**src/verilog/fomx_pkg.sv**
```systemverilog
package fomx_pkg;

   // command codes seen on the host write strobe
   localparam logic [7:0] CMD_READ_ARRAY = 8'hff;
   localparam logic [7:0] CMD_WORD_PGM_A = 8'h10;
   localparam logic [7:0] CMD_WORD_PGM_B = 8'h40;
   localparam logic [7:0] CMD_BUF_PGM_SETUP = 8'he8;
   localparam logic [7:0] CMD_ERASE_SETUP = 8'h20;
   localparam logic [7:0] CMD_FFP_SETUP = 8'h30;
   localparam logic [7:0] CMD_CONFIRM = 8'hd0;
   localparam logic [7:0] CMD_SUSPEND = 8'hb0;
   localparam logic [7:0] CMD_READ_STATUS = 8'h70;
   localparam logic [7:0] CMD_CLEAR_STATUS = 8'h50;
   localparam logic [7:0] CMD_READ_ID = 8'h90;
   localparam logic [7:0] CMD_READ_QUERY = 8'h98;
   localparam logic [7:0] CMD_LOCK_SETUP = 8'h60;
   localparam logic [7:0] CMD_OTP_SETUP = 8'hc0;
   localparam logic [7:0] CMD_LOCK_CONFIRM = 8'h01;
   localparam logic [7:0] CMD_LOCKDOWN_CONFIRM = 8'h2f;
   localparam logic [7:0] CMD_CONFIG_CONFIRM = 8'h03;

   // output multiplexer selection of one partition
   typedef enum logic [1:0] {
      SEL_ARRAY = 2'h0,
      SEL_ID = 2'h1,
      SEL_STATUS = 2'h2
   } fomx_sel_e;

   localparam fomx_sel_e SEL_RESET = SEL_ARRAY;

   // chip state group as given by the write sequencer
   typedef enum logic [3:0] {
      CLS_SETUP = 4'h1,
      CLS_LOCK_SETUP = 4'h2,
      CLS_OTP_BUSY = 4'h4,
      CLS_RUN = 4'h8
   } fomx_cls_e;

   typedef struct packed {
      fomx_cls_e cls;
      logic prog_susp;
      logic wsm_run;
      logic ffp_mode;
      logic ffp_busy;
      logic status_bit0;
      logic op_done;
   } fomx_chip_s;

   typedef struct packed {
      logic change;
      fomx_sel_e sel;
   } fomx_dec_s;

   typedef struct packed {
      logic clear_err;
      logic ffp_accept;
      logic ffp_discard;
      logic cmd_ignored;
      logic lock_go;
      logic illegal;
      logic first_cycle;
      logic blk_match;
   } fomx_ev_s;

   localparam fomx_ev_s EV_RESET = 8'h00;

endpackage

```
**src/verilog/fomx_part_sel.sv**
```systemverilog
`timescale 1ns/1ps
module fomx_part_sel (
   // clock and reset
   input wire logic sys_clk,
   input wire logic resetn,
   // update
   input wire logic load,
   input fomx_pkg::fomx_sel_e sel_in,
   // held selection
   output fomx_pkg::fomx_sel_e sel
);

   typedef struct packed {
      fomx_pkg::fomx_sel_e sel;
   } fomx_ps_s;

   fomx_ps_s s_r;
   fomx_ps_s s_nxt;

   always_comb begin
      s_nxt = s_r;
      if (load) begin
         s_nxt.sel = sel_in;
      end
   end

   always_ff @(posedge sys_clk or negedge resetn) begin
      if (!resetn) begin
         s_r.sel <= fomx_pkg::SEL_RESET;
      end else begin
         s_r <= s_nxt;
      end
   end

   assign sel = s_r.sel;

endmodule // fomx_part_sel

```
**src/verilog/fomx_next_state.sv**
```systemverilog
// Overview of operation
// - In any setup, load, confirm or fast-factory-program state every command but an ignored confirm selects status; 03H in lock setup selects array.
// - From ready, suspend or busy, FFH selects array, 70H status, and 50H leaves it alone.
// - From ready, suspend or busy, every setup command switches the selection to status.
// - Codes outside the command set are illegal unless fast-factory-program is busy, and follow the illegal-command column.
// - While program is suspended, a confirm right after an erase setup is ignored.
// - Clear-status clears error bits only while the write sequencer is idle.
// - Fast-factory-program data is taken only while status bit 0 is 0 and its block matches the latched block, else discarded.
// - Each partition keeps the selection set by the last command that addressed it.
// - The selection decision depends only on chip state and command, never on a partition.
// - Lock, unlock, lock-down and config confirms run and then return the chip to ready.
// - The block address of the first cycle is latched and compared on later cycles.
`timescale 1ns/1ps
module fomx_next_state #(
   parameter int NPART = 8,
   parameter int BLK_W = 10
) (
   // clock and reset
   input wire logic sys_clk,
   input wire logic resetn,
   // host command write
   input wire logic cmd_we,
   input wire logic [7:0] cmd_code,
   input wire logic [$clog2(NPART)-1:0] cmd_part,
   input wire logic [BLK_W-1:0] cmd_blk,
   // write sequencer state
   input fomx_pkg::fomx_chip_s chip,
   // per-partition output selection
   output fomx_pkg::fomx_sel_e [NPART-1:0] part_sel,
   // events, one cycle each
   output fomx_pkg::fomx_ev_s ev,
   // first-cycle block address
   output logic [BLK_W-1:0] first_cycle_block_address
);

   localparam int PART_W = $clog2(NPART);

   typedef struct packed {
      logic erase_after_psusp;
      logic [BLK_W-1:0] wa0;
      fomx_pkg::fomx_ev_s ev;
   } fomx_ns_s;

   fomx_ns_s s_r;
   fomx_ns_s s_nxt;

   logic [NPART-1:0] part_load;
   fomx_pkg::fomx_sel_e sel_new;
   fomx_pkg::fomx_dec_s dec;
   logic legal;
   logic two_cycle_setup;
   logic ignore_now;

   // membership in the accepted command set
   function automatic logic is_legal(input logic [7:0] code);
      logic r;
      r = 1'b0;
      case (code)
         fomx_pkg::CMD_READ_ARRAY,
         fomx_pkg::CMD_WORD_PGM_A,
         fomx_pkg::CMD_WORD_PGM_B,
         fomx_pkg::CMD_BUF_PGM_SETUP,
         fomx_pkg::CMD_ERASE_SETUP,
         fomx_pkg::CMD_FFP_SETUP,
         fomx_pkg::CMD_CONFIRM,
         fomx_pkg::CMD_SUSPEND,
         fomx_pkg::CMD_READ_STATUS,
         fomx_pkg::CMD_CLEAR_STATUS,
         fomx_pkg::CMD_READ_ID,
         fomx_pkg::CMD_READ_QUERY,
         fomx_pkg::CMD_LOCK_SETUP,
         fomx_pkg::CMD_OTP_SETUP,
         fomx_pkg::CMD_LOCK_CONFIRM,
         fomx_pkg::CMD_LOCKDOWN_CONFIRM,
         fomx_pkg::CMD_CONFIG_CONFIRM: begin
            r = 1'b1;
         end
         default: begin
            r = 1'b0;
         end
      endcase
      return r;
   endfunction

   // commands that open a multi-cycle operation
   function automatic logic is_setup(input logic [7:0] code);
      logic r;
      r = 1'b0;
      case (code)
         fomx_pkg::CMD_WORD_PGM_A,
         fomx_pkg::CMD_WORD_PGM_B,
         fomx_pkg::CMD_BUF_PGM_SETUP,
         fomx_pkg::CMD_ERASE_SETUP,
         fomx_pkg::CMD_FFP_SETUP,
         fomx_pkg::CMD_LOCK_SETUP,
         fomx_pkg::CMD_OTP_SETUP: begin
            r = 1'b1;
         end
         default: begin
            r = 1'b0;
         end
      endcase
      return r;
   endfunction

   // mux decision from chip state group and command only
   function automatic fomx_pkg::fomx_dec_s decide(
      input fomx_pkg::fomx_cls_e cls,
      input logic [7:0] code
   );
      fomx_pkg::fomx_dec_s d;
      d.change = 1'b1;
      d.sel = fomx_pkg::SEL_STATUS;
      case (cls)
         fomx_pkg::CLS_SETUP: begin
            d.change = 1'b1;
            d.sel = fomx_pkg::SEL_STATUS;
         end
         fomx_pkg::CLS_LOCK_SETUP: begin
            if (code == fomx_pkg::CMD_CONFIG_CONFIRM) begin
               d.sel = fomx_pkg::SEL_ARRAY;
            end else begin
               d.sel = fomx_pkg::SEL_STATUS;
            end
         end
         fomx_pkg::CLS_OTP_BUSY: begin
            d.sel = fomx_pkg::SEL_STATUS;
         end
         fomx_pkg::CLS_RUN: begin
            case (code)
               fomx_pkg::CMD_READ_ARRAY: begin
                  d.sel = fomx_pkg::SEL_ARRAY;
               end
               fomx_pkg::CMD_READ_STATUS: begin
                  d.sel = fomx_pkg::SEL_STATUS;
               end
               fomx_pkg::CMD_CLEAR_STATUS: begin
                  d.change = 1'b0;
               end
               fomx_pkg::CMD_WORD_PGM_A,
               fomx_pkg::CMD_WORD_PGM_B,
               fomx_pkg::CMD_BUF_PGM_SETUP,
               fomx_pkg::CMD_ERASE_SETUP,
               fomx_pkg::CMD_FFP_SETUP,
               fomx_pkg::CMD_LOCK_SETUP,
               fomx_pkg::CMD_OTP_SETUP: begin
                  d.sel = fomx_pkg::SEL_STATUS;
               end
               fomx_pkg::CMD_READ_ID,
               fomx_pkg::CMD_READ_QUERY: begin
                  d.sel = fomx_pkg::SEL_ID;
               end
               fomx_pkg::CMD_CONFIRM,
               fomx_pkg::CMD_SUSPEND,
               fomx_pkg::CMD_LOCK_CONFIRM,
               fomx_pkg::CMD_LOCKDOWN_CONFIRM,
               fomx_pkg::CMD_CONFIG_CONFIRM: begin
                  d.change = 1'b0;
               end
               default: begin
                  d.change = 1'b0;
               end
            endcase
         end
         default: begin
            d.change = 1'b0;
         end
      endcase
      return d;
   endfunction

   // decode of the current write
   always_comb begin
      legal = is_legal(cmd_code);
      two_cycle_setup = is_setup(cmd_code);
      dec = decide(chip.cls, cmd_code);
      // ambiguous erase-then-confirm while program is suspended
      ignore_now = chip.prog_susp && s_r.erase_after_psusp
         && (cmd_code == fomx_pkg::CMD_CONFIRM);
      sel_new = dec.sel;
   end

   // only the addressed partition takes the new selection
   genvar gi;
   generate
      for (gi = 0; gi < NPART; gi++) begin : g_part
         assign part_load[gi] = cmd_we && dec.change && !ignore_now
            && (cmd_part == PART_W'(gi));

         fomx_part_sel u_sel (
            .sys_clk(sys_clk),
            .resetn(resetn),
            .load(part_load[gi]),
            .sel_in(sel_new),
            .sel(part_sel[gi])
         );
      end
   endgenerate

   // events and sequence memory
   always_comb begin
      s_nxt = s_r;
      s_nxt.ev = fomx_pkg::EV_RESET;
      if (cmd_we) begin
         s_nxt.ev.illegal = !legal && !chip.ffp_busy;
         s_nxt.ev.cmd_ignored = ignore_now;
         // erase setup under program suspend arms the ambiguity guard
         s_nxt.erase_after_psusp = chip.prog_susp
            && (chip.cls == fomx_pkg::CLS_RUN)
            && (cmd_code == fomx_pkg::CMD_ERASE_SETUP);

         if ((cmd_code == fomx_pkg::CMD_CLEAR_STATUS)
               && (chip.cls == fomx_pkg::CLS_RUN)
               && !chip.wsm_run && !chip.ffp_mode) begin
            s_nxt.ev.clear_err = 1'b1;
         end

         if (chip.ffp_busy) begin
            // data goes to the latched block only while bit 0 is clear
            if (!chip.status_bit0 && (cmd_blk == s_r.wa0)) begin
               s_nxt.ev.ffp_accept = 1'b1;
            end else begin
               s_nxt.ev.ffp_discard = 1'b1;
            end
         end

         if (chip.cls == fomx_pkg::CLS_LOCK_SETUP) begin
            case (cmd_code)
               fomx_pkg::CMD_LOCK_CONFIRM,
               fomx_pkg::CMD_LOCKDOWN_CONFIRM,
               fomx_pkg::CMD_CONFIRM,
               fomx_pkg::CMD_CONFIG_CONFIRM: begin
                  s_nxt.ev.lock_go = 1'b1;
               end
               default: begin
                  s_nxt.ev.lock_go = 1'b0;
               end
            endcase
         end

         if ((chip.cls == fomx_pkg::CLS_RUN) && two_cycle_setup && !ignore_now) begin
            s_nxt.wa0 = cmd_blk;
            s_nxt.ev.first_cycle = 1'b1;
         end else if (chip.cls != fomx_pkg::CLS_RUN) begin
            s_nxt.ev.blk_match = (cmd_blk == s_r.wa0);
         end
      end
   end

   always_ff @(posedge sys_clk or negedge resetn) begin
      if (!resetn) begin
         s_r.erase_after_psusp <= 1'b0;
         s_r.wa0 <= '0;
         s_r.ev <= fomx_pkg::EV_RESET;
      end else begin
         s_r <= s_nxt;
      end
   end

   assign ev = s_r.ev;
   assign first_cycle_block_address = s_r.wa0;

endmodule // fomx_next_state

```
**config.mk**
```make
export PLATFORM = sky130hd
export DESIGN_NAME = fomx_next_state
export DESIGN_NICKNAME = d
export VERILOG_FILES = /design/src/verilog/fomx_pkg.sv /design/src/verilog/fomx_part_sel.sv /design/src/verilog/fomx_next_state.sv
export SDC_FILE = /design/constraint.sdc
export NUM_CORES = 1
export LEC_CHECK = 0
export ABC_AREA = 1
export BUFFER_PORTS_ARGS = -buffer_cell sky130_fd_sc_hd__buf_2
export CAP_MARGIN = 20
export CORE_UTILIZATION = 28
export CTS_BUF_LIST = sky130_fd_sc_hd__clkbuf_2
export DETAILED_ROUTE_END_ITERATION = 10
export PLACE_DENSITY = 0.48
export SKIP_LAST_GASP = 1
export SLEW_MARGIN = 25
export SYNTH_ARGS = -nofsm -noshare
export SYNTH_HDL_FRONTEND = slang
export SYNTH_HIERARCHICAL = 1
export SYNTH_SLANG_ARGS = --single-unit
export TNS_END_PERCENT = 10
```
**constraint.sdc**
```tcl
create_clock -name sys_clk -period 1.98 [get_ports sys_clk]
set_clock_uncertainty 0.1 [all_clocks]
set_input_delay 0.396 -clock sys_clk [delete_from_list [all_inputs] [get_ports sys_clk]]
set_output_delay 0.396 -clock sys_clk [all_outputs]
set_load 0.1 [all_outputs]
```
==> run_results.csv, run 1 <==
group,metric,value,unit
outcome,outcome,"finished clean",
setup_path,worstSetupPathType,"flop to primary output",
yosys,synth_seq_cells,35,
yosys,synth-simple-area-share,40.5,%
clock_network,cts_buffers,5,
timing,rsz0062_at_grt,"false",
setup_path,timing.rr.start,"s_r[18]$_DFFE_PN0P_",
setup_path,r2r_slack,0.42,ns
timing,max_freq,569,MHz
die,ioPinCount,68,
detailed_routing,dr_total_vias,1984,
cells_and_area,final_area,2610,µm²
yosys,synth_cell_types,24,
setup_path,crit_cells,1,
timing,whs,0.178,ns
grt,antenna_found_initial,0,
setup_path,cp-end-kind,"primary output",
setup_path,regToRegEndpoint,"g_part[7].u_sel/sel[0]$_DFFE_PN0P_",
pwr,p_leak,1.54,nW
detailed_routing,post-route-drc-count,0,
grt,grt_pass1_vias,1978,
place,place_hpwl,4110,µm
cells_and_area,nNetsFinal,404,
setup_path,path_buf_inv,1,
place,post_dp_cell_area,2550,µm²
yosys,synth_adder_area_share,0,%
detailed_routing,detail-route-antenna-nets,0,
cells_and_area,finalNonFillerCells,470,
grt,grt_first_pass_wirelength,9240,µm
min_path,hold_end,"first_cycle_block_address[6]$_DFFE_PN0P_",
die,die_h,89.7,µm
cells_and_area,layout-drive-gt1-share,28.8,%
yosys,synth_compound_area_share,2.90,%
detailed_routing,wire_per_inst,11.2,µm
yosys,synth-seq-area-share,40.6,%
cells_and_area,area_growth_syn_to_layout,20.8,%
yosys,yosysWarnings,6,
detailed_routing,drt_pre_antenna_iters,4,
clock_network,clk_pin_slew,0.18,ns
grt,grt_start_max_net_pins,19,
pwr,p_per_area,686,nW/µm²
timing,final-hold-violation-count,0,
yosys,synthXorXnorAreaFrac,2.03,%
timing,final-setup-viol-count,0,
place,placed_cells,461,
setup_path,crit_path_top_delay_cell,"dfrtp_1",
cells_and_area,antenna_cells,0,
yosys,syn_area_per_cell,7.09,µm²
job,maxCapViolCount,0,
min_path,min_from,"cmd_blk[6]",
cells_and_area,final_common_cell,"nand2_1",
yosys,synth_top_family_by_area,"simple AND/OR/NAND/NOR gates",
cells_and_area,layout_common_cells,"nand2_1 (104), buf_2 (66), dfrtp_1 (35)",
yosys,syn_area,2160,µm²
setup_path,crit_family,"flip-flops",
detailed_routing,routed_wl,5240,µm
die,die_w,89.7,µm
timing,tightest_slew,0.503,ns
cells_and_area,register_area,876,µm²
place,port_buffers,66,
timing,period_needed,1.76,ns
setup_path,path_cells,"buf_2",
pwr,vdd_drop_max,0.579,mV
setup_path,reg2regPathDepth,7,
clock_network,clk_latency,0.35,ns
timing,slew_headroom,66.7,%
die,die_area,8050,µm²
yosys,synth_fp_nets,338,
die,start_util,29.4,%
timing,tns,0,ns
setup_path,start_kind,"flop",
clock_network,clock-sinks,35,
clock_network,cts_resized,0,
place,gp_congestion,0.854,
grt,overflow,0,
clock_network,ctsHoldBuffers,1,
setup_path,worst_path_largest_cell_delay,0.45,ns
min_path,worstHoldPathCells,3,
detailed_routing,vias_per_cell,4.22,
cells_and_area,fillers,841,
setup_path,critPathRequiredTime,1.48,ns
clock_network,cts_max_level,2,
grt,grt_util_all_layers,14.2,%
clock_network,clk_path_buf_depth,2,
yosys,muxShareOfSynthArea,0,%
die,rows,31,
timing,slew_viol_final,0,
cells_and_area,utilization,35.5,%
timing,fin_crit_sh,88.7,%
cells_and_area,multi_input_area,980,µm²
detailed_routing,drtIter0Drc,58,
yosys,synth_cells,304,
setup_path,cp.arrival,1.26,ns
clock_network,cts_setup_buffers,0,
min_path,hold_class,"input pin to flop",
setup_path,crit_path_max_fanout,4,
clock_network,cts-root-buf,"clkbuf_2",
clock_network,cts_tree,"built",
die,coreArea,7330,µm²
[per-stage QoR]
stage | worst slack (ns) | power [W]
floorplan | 0.326 | 0.00132
global placement | 0.0200 | 0.00147
detailed placement | 0.0286 | 0.00148
CTS | 0.179 | 0.00183
global route | 0.111 | 0.00190
finish | 0.224 | 0.00179
[worst max-delay path by stage]
| stage | from | end | slack [ns] |
|---|---|---|---|
| floorplan | cmd_code[6] | g_part[0].u_sel/sel[0]$_DFFE_PN0P_ | 0.33 |
| global placement | cmd_code[3] | g_part[7].u_sel/sel[1]$_DFFE_PN0P_ | 0.02 |
| detailed placement | cmd_code[6] | g_part[7].u_sel/sel[0]$_DFFE_PN0P_ | 0.03 |
| CTS | first_cycle_block_address[2]$_DFFE_PN0P_ | first_cycle_block_address[2] | 0.18 |
| global route | first_cycle_block_address[2]$_DFFE_PN0P_ | first_cycle_block_address[2] | 0.11 |
| finish | first_cycle_block_address[2]$_DFFE_PN0P_ | first_cycle_block_address[2] | 0.22 |
[area by class of cell]
type / instances / area share [%]
timing repair buffer: 80 / 17.3
inverter: 36 / 5.19
clock inverter: 1 / 0.192
clock buffer: 7 / 1.34
sequential: 35 / 33.6
multi-input combinational: 212 / 37.6
tap: 99 / 4.76
[power breakdown]
part	switching [W]	internal (W)
clock	0.000232	0.0000968
combinational	0.000541	0.000120
sequential	0.0000302	0.000767
[kinds of logic after synthesis]
logic type,Yosys count
XOR/XNOR,5
flip-flops,35
AND/OR/NAND/NOR,195
buffers and inverters,57
AO/OA/AOI/OAI,12
[synthesized netlist by cell type (all sizes together)]
library cell	instances	area, µm²
xor2	2	17.5
o21ai	2	10.0
inv	36	135
or2	2	12.5
nand4	2	12.5
dfrtp	35	876
nand3b	2	27.5
and2	2	12.5
nand3	32	160
o211ai	1	7.51
xnor2	3	26.3
nor3	4	20.0
nor3b	1	7.51
nand2	113	447
nor4	1	6.26
a21oi	9	45.0
nor2	36	168
buf	21	165
[state kept, by name (all words and copies together), names as in the netlist]
| register | flops |
|---|---|
| g_part.u_sel/sel | 16 |
| s_r | 1 |
| first_cycle_block_address | 10 |
| ev | 8 |
[per-layer routing]
layer,vias to the layer above,GRT usage [%],wire length (µm),share of wire [%]
met4,0,3.42,19,0.36
met3,2,3.98,339,6.5
li1,1049,-,-,-
met2,51,23.7,2360,45
met1,882,18.1,2520,48
met5,-,0,0,0
Power figures use the tool's default switching activity.
==> run 2, diff against run 1 <==
--- a/config.mk
+++ b/config.mk
@@ -5,13 +5,13 @@
 export SDC_FILE = /design/constraint.sdc
 export NUM_CORES = 1
 export LEC_CHECK = 0
-export ABC_AREA = 1
+export ABC_AREA = 0
 export BUFFER_PORTS_ARGS = -buffer_cell sky130_fd_sc_hd__buf_2
 export CAP_MARGIN = 20
 export CORE_UTILIZATION = 28
 export CTS_BUF_LIST = sky130_fd_sc_hd__clkbuf_2
 export DETAILED_ROUTE_END_ITERATION = 10
-export PLACE_DENSITY = 0.48
+export PLACE_DENSITY = 0.49
 export SKIP_LAST_GASP = 1
 export SLEW_MARGIN = 25
 export SYNTH_ARGS = -nofsm -noshare
==> constraint.sdc (replaced) <==
create_clock -name sys_clk -period 1.98 [get_ports sys_clk]
set_clock_uncertainty 0.1 [all_clocks]
set_input_delay 0.396 -clock sys_clk [delete_from_list [all_inputs] [get_ports sys_clk]]
set_output_delay 0.396 -clock sys_clk [all_outputs]
set_load 0.05 [all_outputs]
==> run 2 against run 1 <==
  * The flow now finishes with violations (negative setup slack)
  * Final cell count down 29%
  * Sequential power down 0.9%
  * Global-route usage down 1.0 points
  * Clock power down 12%
  * Power down 13%
  * Die area down 9.8%
  * Sequential share of layout area down 0.51 points
  * Highest routed layer is now met3
  * Via count down 21%
  * Maximum frequency down 19%
  * Worst setup slack worse by 0.40 ns
  * Core utilization up 5.0 points
  * Synthesized cell count down 43%
==> run_results.csv, run 2 <==
group,metric,value,unit
outcome,outcome,"finished with violations",
outcome,violations,"negative setup slack",
timing,final-setup-viol-count,15,
grt,antenna_found_initial,0,
grt,gr-max-usage-layer,"met2",
die,rows,29,
detailed_routing,routed_wl,4500,µm
cells_and_area,utilization,40.5,%
yosys,synth_cells,173,
timing,layout_setup_ws,-0.176,ns
clock_network,cts-root-buf,"clkbuf_2",
detailed_routing,drt_pre_antenna_iters,4,
die,start_util,29.7,%
die,coreArea,6530,µm²
min_path,hold_class,"input pin to flop",
detailed_routing,dr_total_vias,1563,
clock_network,cts_buffers,5,
grt,grt_util_met1,17.8,%
yosys,synth_seq_cells,35,
pwr,switchingPower,0.000551,W
pwr,power.total,0.00155,W
yosys,synth_top_area_cell,"dfrtp_1",
timing,rsz0062_at_grt,"true",
setup_path,path_cells,"buf_6, or4b_4, o32ai_4, o31ai_4, a2111oi_4, mux2_4",
yosys,synth_top_cells_by_count,"dfrtp_1 (35), buf_4 (19), mux2_2 (16)",
setup_path,crit_path_max_fanout,8,
yosys,yosys.cell_count.top_type,"dfrtp_1",
grt,overflow,0,
die,ioPinCount,68,
setup_path,worst_path_largest_cell_delay,0.55,ns
cells_and_area,final_common_cell,"buf_2",
die,die_h,85.3,µm
grt,grt_start_max_net_pins,36,
place,detailedPlace.worstSlack,-0.576,ns
pwr,p_leak,1.34,nW
detailed_routing,vias_per_cell,4.65,
clock_network,clk_path_buf_depth,2,
cells_and_area,layout-drive-gt1-share,52.5,%
grt,globalRouteMet3Util,3.89,%
grt,grt_util_all_layers,13.2,%
yosys,syn_area_per_cell,11.2,µm²
grt,use_met2,20.8,%
place,port_buffers,66,
pwr,p_clk_share,18.8,%
place,place_hpwl,3520,µm
clock_network,cts_max_level,2,
die,die_area,7270,µm²
grt,grt_pass1_vias,1498,
yosys,synth_ff_type,"dfrtp_1",
clock_network,clock-sinks,35,
yosys,synth_fp_nets,207,
setup_path,critPathRequiredTime,2.14,ns
setup_path,crit_path_top_delay_cell,"or4b_4",
cells_and_area,nNetsFinal,293,
pwr,vdd_drop_max,0.415,mV
timing,period_needed,2.16,ns
cells_and_area,fillers,629,
yosys,synth-seq-area-share,45.1,%
detailed_routing,wire_per_inst,13.4,µm
pwr,p_sw_share,35.6,%
detailed_routing,detail-route-antenna-nets,0,
yosys,yosysWarnings,6,
yosys,synth_edf_count,0,
cells_and_area,max_flop_register,"g_part.u_sel/sel",
detailed_routing,post-route-drc-count,0,
pwr,p_per_area,585,nW/µm²
timing,tightest_slew,0.782,ns
setup_path,start_kind,"input pin",
cells_and_area,largest_register_ffs,16,
yosys,synth.area.top_cells,"dfrtp_1 (45%), mux2_2 (9.3%), buf_4 (7.4%), mux2_1 (5.8%), xor2_1 (3.6%)",
timing,fin_crit_sh,109,%
clock_network,clk_latency,0.35,ns
clock_network,clk_pin_slew,0.16,ns
pwr,p_int,0.000996,W
job,maxCapViolCount,0,
yosys,synth_top_area_share,45.1,%
setup_path,cp.arrival,2.32,ns
setup_path,cp-end-kind,"flop",
cells_and_area,area_growth_syn_to_layout,36.3,%
pwr,comb_power_share,30.2,%
yosys,async_reset_ff_share,100,%
timing,final-hold-violation-count,0,
timing,slew_headroom,47.9,%
yosys,syn_area,1940,µm²
die,die_w,85.3,µm
yosys,synth_cell_types,38,
clock_network,cts_tree,"built",
pwr,p_seq_share,51.0,%
timing,slew_viol_final,0,
grt,grt_first_pass_wirelength,7440,µm
detailed_routing,drtIter0Drc,44,
cells_and_area,layout_common_cells,"buf_2 (65), dfrtp_1 (35), buf_4 (31)",
cells_and_area,antenna_cells,0,
setup_path,worstSetupPathType,"input pin to flop",
timing,max_freq,464,MHz
place,gp_congestion,0.807,
[run 2: changes by cell type after synthesis, sizes merged, moves of 3 or more]
cell and delta:
nand2 -103, inv -31, nand3 -27, nor2 -27
mux2 +26, xor2 +6, a21oi -5, nor4 +5
a2111oi +4, nand4 +4, and4b +3, nor2b +3
[run 2: per-layer routing]
metal  wire length (µm)  up-vias  part of all wire, %
li1                   -      793                    -
met1               2110      717                   47
met2               2130       53                   47
met3                249        0                  5.5
met4                  0        0                    0
met5                  0        -                    0
[run 2: kinds of logic after synthesis]
group,Yosys count,synth area share [%]
buffers and inverters,27,9.28
flip-flops,35,45.1
AO/OA/AOI/OAI,18,8.45
multiplexers,27,15.6
XOR/XNOR,11,4.96
AND/OR/NAND/NOR,55,16.6
[run 2: worst max-delay path: cells and delay by family]
kind            cells  cell delay (ns)
mux                 1             0.33
compound gates      3             0.94
simple gates        1             0.55
buf+inv             1             0.10
[run 2: worst paths after layout]
check / startpoint / to / slack [ns] / depth (start not counted)
min in group asynchronous: resetn / first_cycle_block_address[6]$_DFFE_PN0P_ / 0.54 / 2
max: cmd_code[1] / g_part[0].u_sel/sel[1]$_DFFE_PN0P_ / -0.18 / 6
max reg2reg: s_r[18]$_DFFE_PN0P_ / g_part[0].u_sel/sel[1]$_DFFE_PN0P_ / 0.08 / 5
min reg2reg: s_r[18]$_DFFE_PN0P_ / s_r[18]$_DFFE_PN0P_ / 0.42 / 1
min: chip[1] / ev[6]$_DFF_PN0_ / 0.12 / 2
max in group asynchronous: resetn / ev[3]$_DFF_PN0_ / 0.74 / 2
[run 2: area by class of cell]
type | count | area [µm²] | area share [%]
inverter | 5 | 18.8 | 0.710
tap | 77 | 96.3 | 3.64
clock inverter | 2 | 8.76 | 0.331
sequential | 35 | 876 | 33.1
multi-input combinational | 111 | 990 | 37.4
clock buffer | 5 | 25.0 | 0.946
timing repair buffer | 101 | 631 | 23.8
[run 2: power by group through the flow]
stage | registers, W | logic [W] | clock network (W)
3_5_place_dp | 0.000803 | 0.000459 | 0
6_report | 0.000790 | 0.000467 | 0.000291
4_1_cts | 0.000791 | 0.000461 | 0.000321
3_3_place_gp | 0.000803 | 0.000459 | 0
5_1_grt | 0.000798 | 0.000496 | 0.000353
2_1_floorplan | 0.000951 | 0.000146 | 0
[run 2: metrics by stage]
step	hold slack (ns)	instance area (µm²)	TNS [ns]	instances
after floorplan	0.000409	2020	-7.04	173
after global placement	0.379	2540	-11.94	325
after detailed placement	0.383	2540	-12.01	325
after CTS	0.0739	2580	-1.47	333
after global routing	0.0472	2650	-1.85	336
final	0.116	2650	-1.74	336
[run 2: what timing repair did]
item                                   4_1_cts  5_1_grt
setup endpoints to repair                   16       26
hold buffers                                 1        0
gates resized for setup                      0       10
buffers inserted                             0        3
pin swaps                                    0        4
gates cloned                                 0        0
endpoints found under the hold margin       14        0
==> run 3, diff against run 2 <==
--- a/config.mk
+++ b/config.mk
@@ -12,6 +12,7 @@
 export CTS_BUF_LIST = sky130_fd_sc_hd__clkbuf_2
 export DETAILED_ROUTE_END_ITERATION = 10
 export PLACE_DENSITY = 0.49
+export SKIP_CTS_REPAIR_TIMING = 1
 export SKIP_LAST_GASP = 1
 export SLEW_MARGIN = 25
 export SYNTH_ARGS = -nofsm -noshare
==> run 3 against run 2 <==
  * The run still ends with negative setup slack left
  * Hold slack lost 0.11 ns
  * Critical path depth did not move
  * Non-clock buffer count down 1
  * Global-route usage about the same
  * Count of clock-buffer cells in the layout did not move
  * Via count decreased by 0.32%
  * Routed wire length is 0.13% lower
  * Sequential share of layout area rose by 0.13 points
  * Power down 0.17%
  * Sequential power about the same
  * Register-to-register slack about the same
  * Flip-flop and latch count unchanged
  * Critical path type unchanged
  * Largest cell class unchanged
==> run_results.csv, run 3 (synthesis gave the netlist of run 2 again) <==
group,metric,value,unit
outcome,outcome,"finished with violations",
outcome,violations,"negative setup slack",
cells_and_area,final_common_cell,"buf_2",
timing,tightest_slew,0.781,ns
grt,overflow,0,
timing,slew_viol_final,0,
pwr,p_int,0.000995,W
timing,slew_headroom,47.9,%
timing,max_freq,462,MHz
detailed_routing,post-route-drc-count,0,
setup_path,critPathRequiredTime,2.14,ns
clock_network,clock-sinks,35,
setup_path,critPathCapture,"g_part[0].u_sel/sel[1]$_DFFE_PN0P_",
min_path,hold_class,"input pin to async pin",
cells_and_area,antenna_cells,0,
die,die_h,85.3,µm
setup_path,crit_family,"compound AO/OA/AOI/OAI gates",
pwr,comb_power_share,30.1,%
cells_and_area,layout-drive-gt1-share,52.7,%
cells_and_area,layout_common_cells,"buf_2 (65), dfrtp_1 (35), buf_4 (31)",
timing,rsz0062_at_grt,"true",
place,place_hpwl,3520,µm
setup_path,worst_path_largest_cell_delay,0.56,ns
pwr,vdd_drop_max,0.415,mV
setup_path,worstSetupPathType,"input pin to flop",
clock_network,clk_pin_slew,0.17,ns
clock_network,clk_path_buf_depth,2,
pwr,p_sw_share,35.6,%
setup_path,timing.rr.start,"s_r[18]$_DFFE_PN0P_",
cells_and_area,area_growth_syn_to_layout,35.8,%
detailed_routing,top_layer_used,"met3",
pwr,p_leak,1.34,nW
place,port_buffers,66,
setup_path,reg2regPathDepth,5,
die,rows,29,
setup_path,start_kind,"input pin",
detailed_routing,wl_met1,2110,µm
pwr,power.total,0.00154,W
grt,grt_start_max_net_pins,36,
job,maxCapViolCount,0,
setup_path,crit_path_max_fanout,8,
timing,whs,0.00191,ns
cells_and_area,fillers,630,
die,ioPinCount,68,
detailed_routing,dr_total_vias,1558,
clock_network,cts_buffers,5,
clock_network,cts-root-buf,"clkbuf_2",
clock_network,cts_max_level,2,
timing,layout_setup_ws,-0.183,ns
die,die_area,7270,µm²
die,die_w,85.3,µm
setup_path,cp-startpoint,"cmd_code[1]",
cells_and_area,utilization,40.3,%
setup_path,crit_cells,6,
cells_and_area,nNetsFinal,292,
die,coreArea,6530,µm²
clock_network,cts_tree,"built",
detailed_routing,wl_met3,238,µm
timing,fin_crit_sh,109,%
pwr,p_per_area,586,nW/µm²
detailed_routing,wire_per_inst,13.4,µm
setup_path,crit_path_top_delay_cell,"or4b_4",
cells_and_area,largest_register_ffs,16,
pwr,switchingPower,0.000550,W
detailed_routing,wl_met2,2140,µm
pwr,p_clk_share,18.7,%
detailed_routing,drtIter0Drc,47,
detailed_routing,routed_wl,4490,µm
pwr,p_seq_share,51.1,%
place,detailedPlace.worstSlack,-0.576,ns
setup_path,path_cells,"buf_6, or4b_4, o32ai_4, o31ai_4, a2111oi_4, mux2_4",
detailed_routing,detail-route-antenna-nets,0,
timing,final-setup-viol-count,15,
detailed_routing,drt_pre_antenna_iters,4,
setup_path,path_buf_inv,1,
timing,final-hold-violation-count,0,
grt,antenna_found_initial,0,
die,start_util,29.7,%
grt,grt_pass1_vias,1489,
setup_path,cp-end-kind,"flop",
grt,grt_util_all_layers,13.1,%
setup_path,regToRegEndpoint,"g_part[0].u_sel/sel[1]$_DFFE_PN0P_",
place,gp_congestion,0.807,
timing,period_needed,2.16,ns
setup_path,cp.arrival,2.32,ns
detailed_routing,vias_per_cell,4.65,
cells_and_area,max_flop_register,"g_part.u_sel/sel",
clock_network,clk_latency,0.35,ns
grt,grt_first_pass_wirelength,7410,µm
setup_path,r2r_slack,0.08,ns
run 3: cell types whose count changed in the layout (fill, tap and decap cells not counted):
cell	change
dlygate4sd3_1	-1
run 3: final cells by class:
class                           count  area [µm²]  share of cell area [%]
Inverter                            5        18.8                   0.712
Sequential cell                    35         876                    33.2
Clock inverter                      2        8.76                   0.332
Multi-Input combinational cell    111         990                    37.6
Timing Repair Buffer              100         621                    23.6
Clock buffer                        5        25.0                   0.950
Tap cell                           77        96.3                    3.66
run 3: through the flow:
stage | std cells | area (µm²) | setup TNS, ns
floorplan | 173 | 2020 | -7.04
global placement | 325 | 2540 | -11.94
detailed placement | 325 | 2540 | -12.01
CTS | 332 | 2570 | -1.47
global route | 335 | 2640 | -1.85
finish | 335 | 2640 | -1.82
run 3: worst min-delay path by stage:
stage / start / end / slack, ns / cells past startpoint
after floorplan: resetn / ev[0]$_DFF_PN0_ / 0.0004 / 0
after global placement: s_r[18]$_DFFE_PN0P_ / s_r[18]$_DFFE_PN0P_ / 0.38 / 1
after detailed placement: s_r[18]$_DFFE_PN0P_ / s_r[18]$_DFFE_PN0P_ / 0.38 / 1
after CTS: resetn / g_part[0].u_sel/sel[0]$_DFFE_PN0P_ / -0.01 / 1
after global routing: resetn / g_part[0].u_sel/sel[0]$_DFFE_PN0P_ / 0.01 / 1
final: resetn / first_cycle_block_address[6]$_DFFE_PN0P_ / 0.002 / 1
run 3: worst register-to-register path, stage by stage, from the launching register on:
cell	delay, ns
dfrtp_1	0.42
nand4_1	0.16
nand4b_1	0.19
buf_12	0.20
a2111oi_4	0.43
mux2_4	0.33
run 3: power groups by stage:
stage	Sequential [W]	Combinational (W)	Clock, W
5_1_grt	0.000798	0.000495	0.000353
3_3_place_gp	0.000803	0.000459	0
2_1_floorplan	0.000951	0.000146	0
4_1_cts	0.000791	0.000460	0.000321
3_5_place_dp	0.000803	0.000459	0
6_report	0.000790	0.000465	0.000289
run 3: metal layers:
| metal | track usage, % | vias to the layer above |
|---|---|---|
| li1 | - | 790 |
| met1 | 17.8 | 724 |
| met2 | 20.7 | 44 |
| met3 | 3.89 | 0 |
| met4 | 3.18 | 0 |
| met5 | 0 | - |
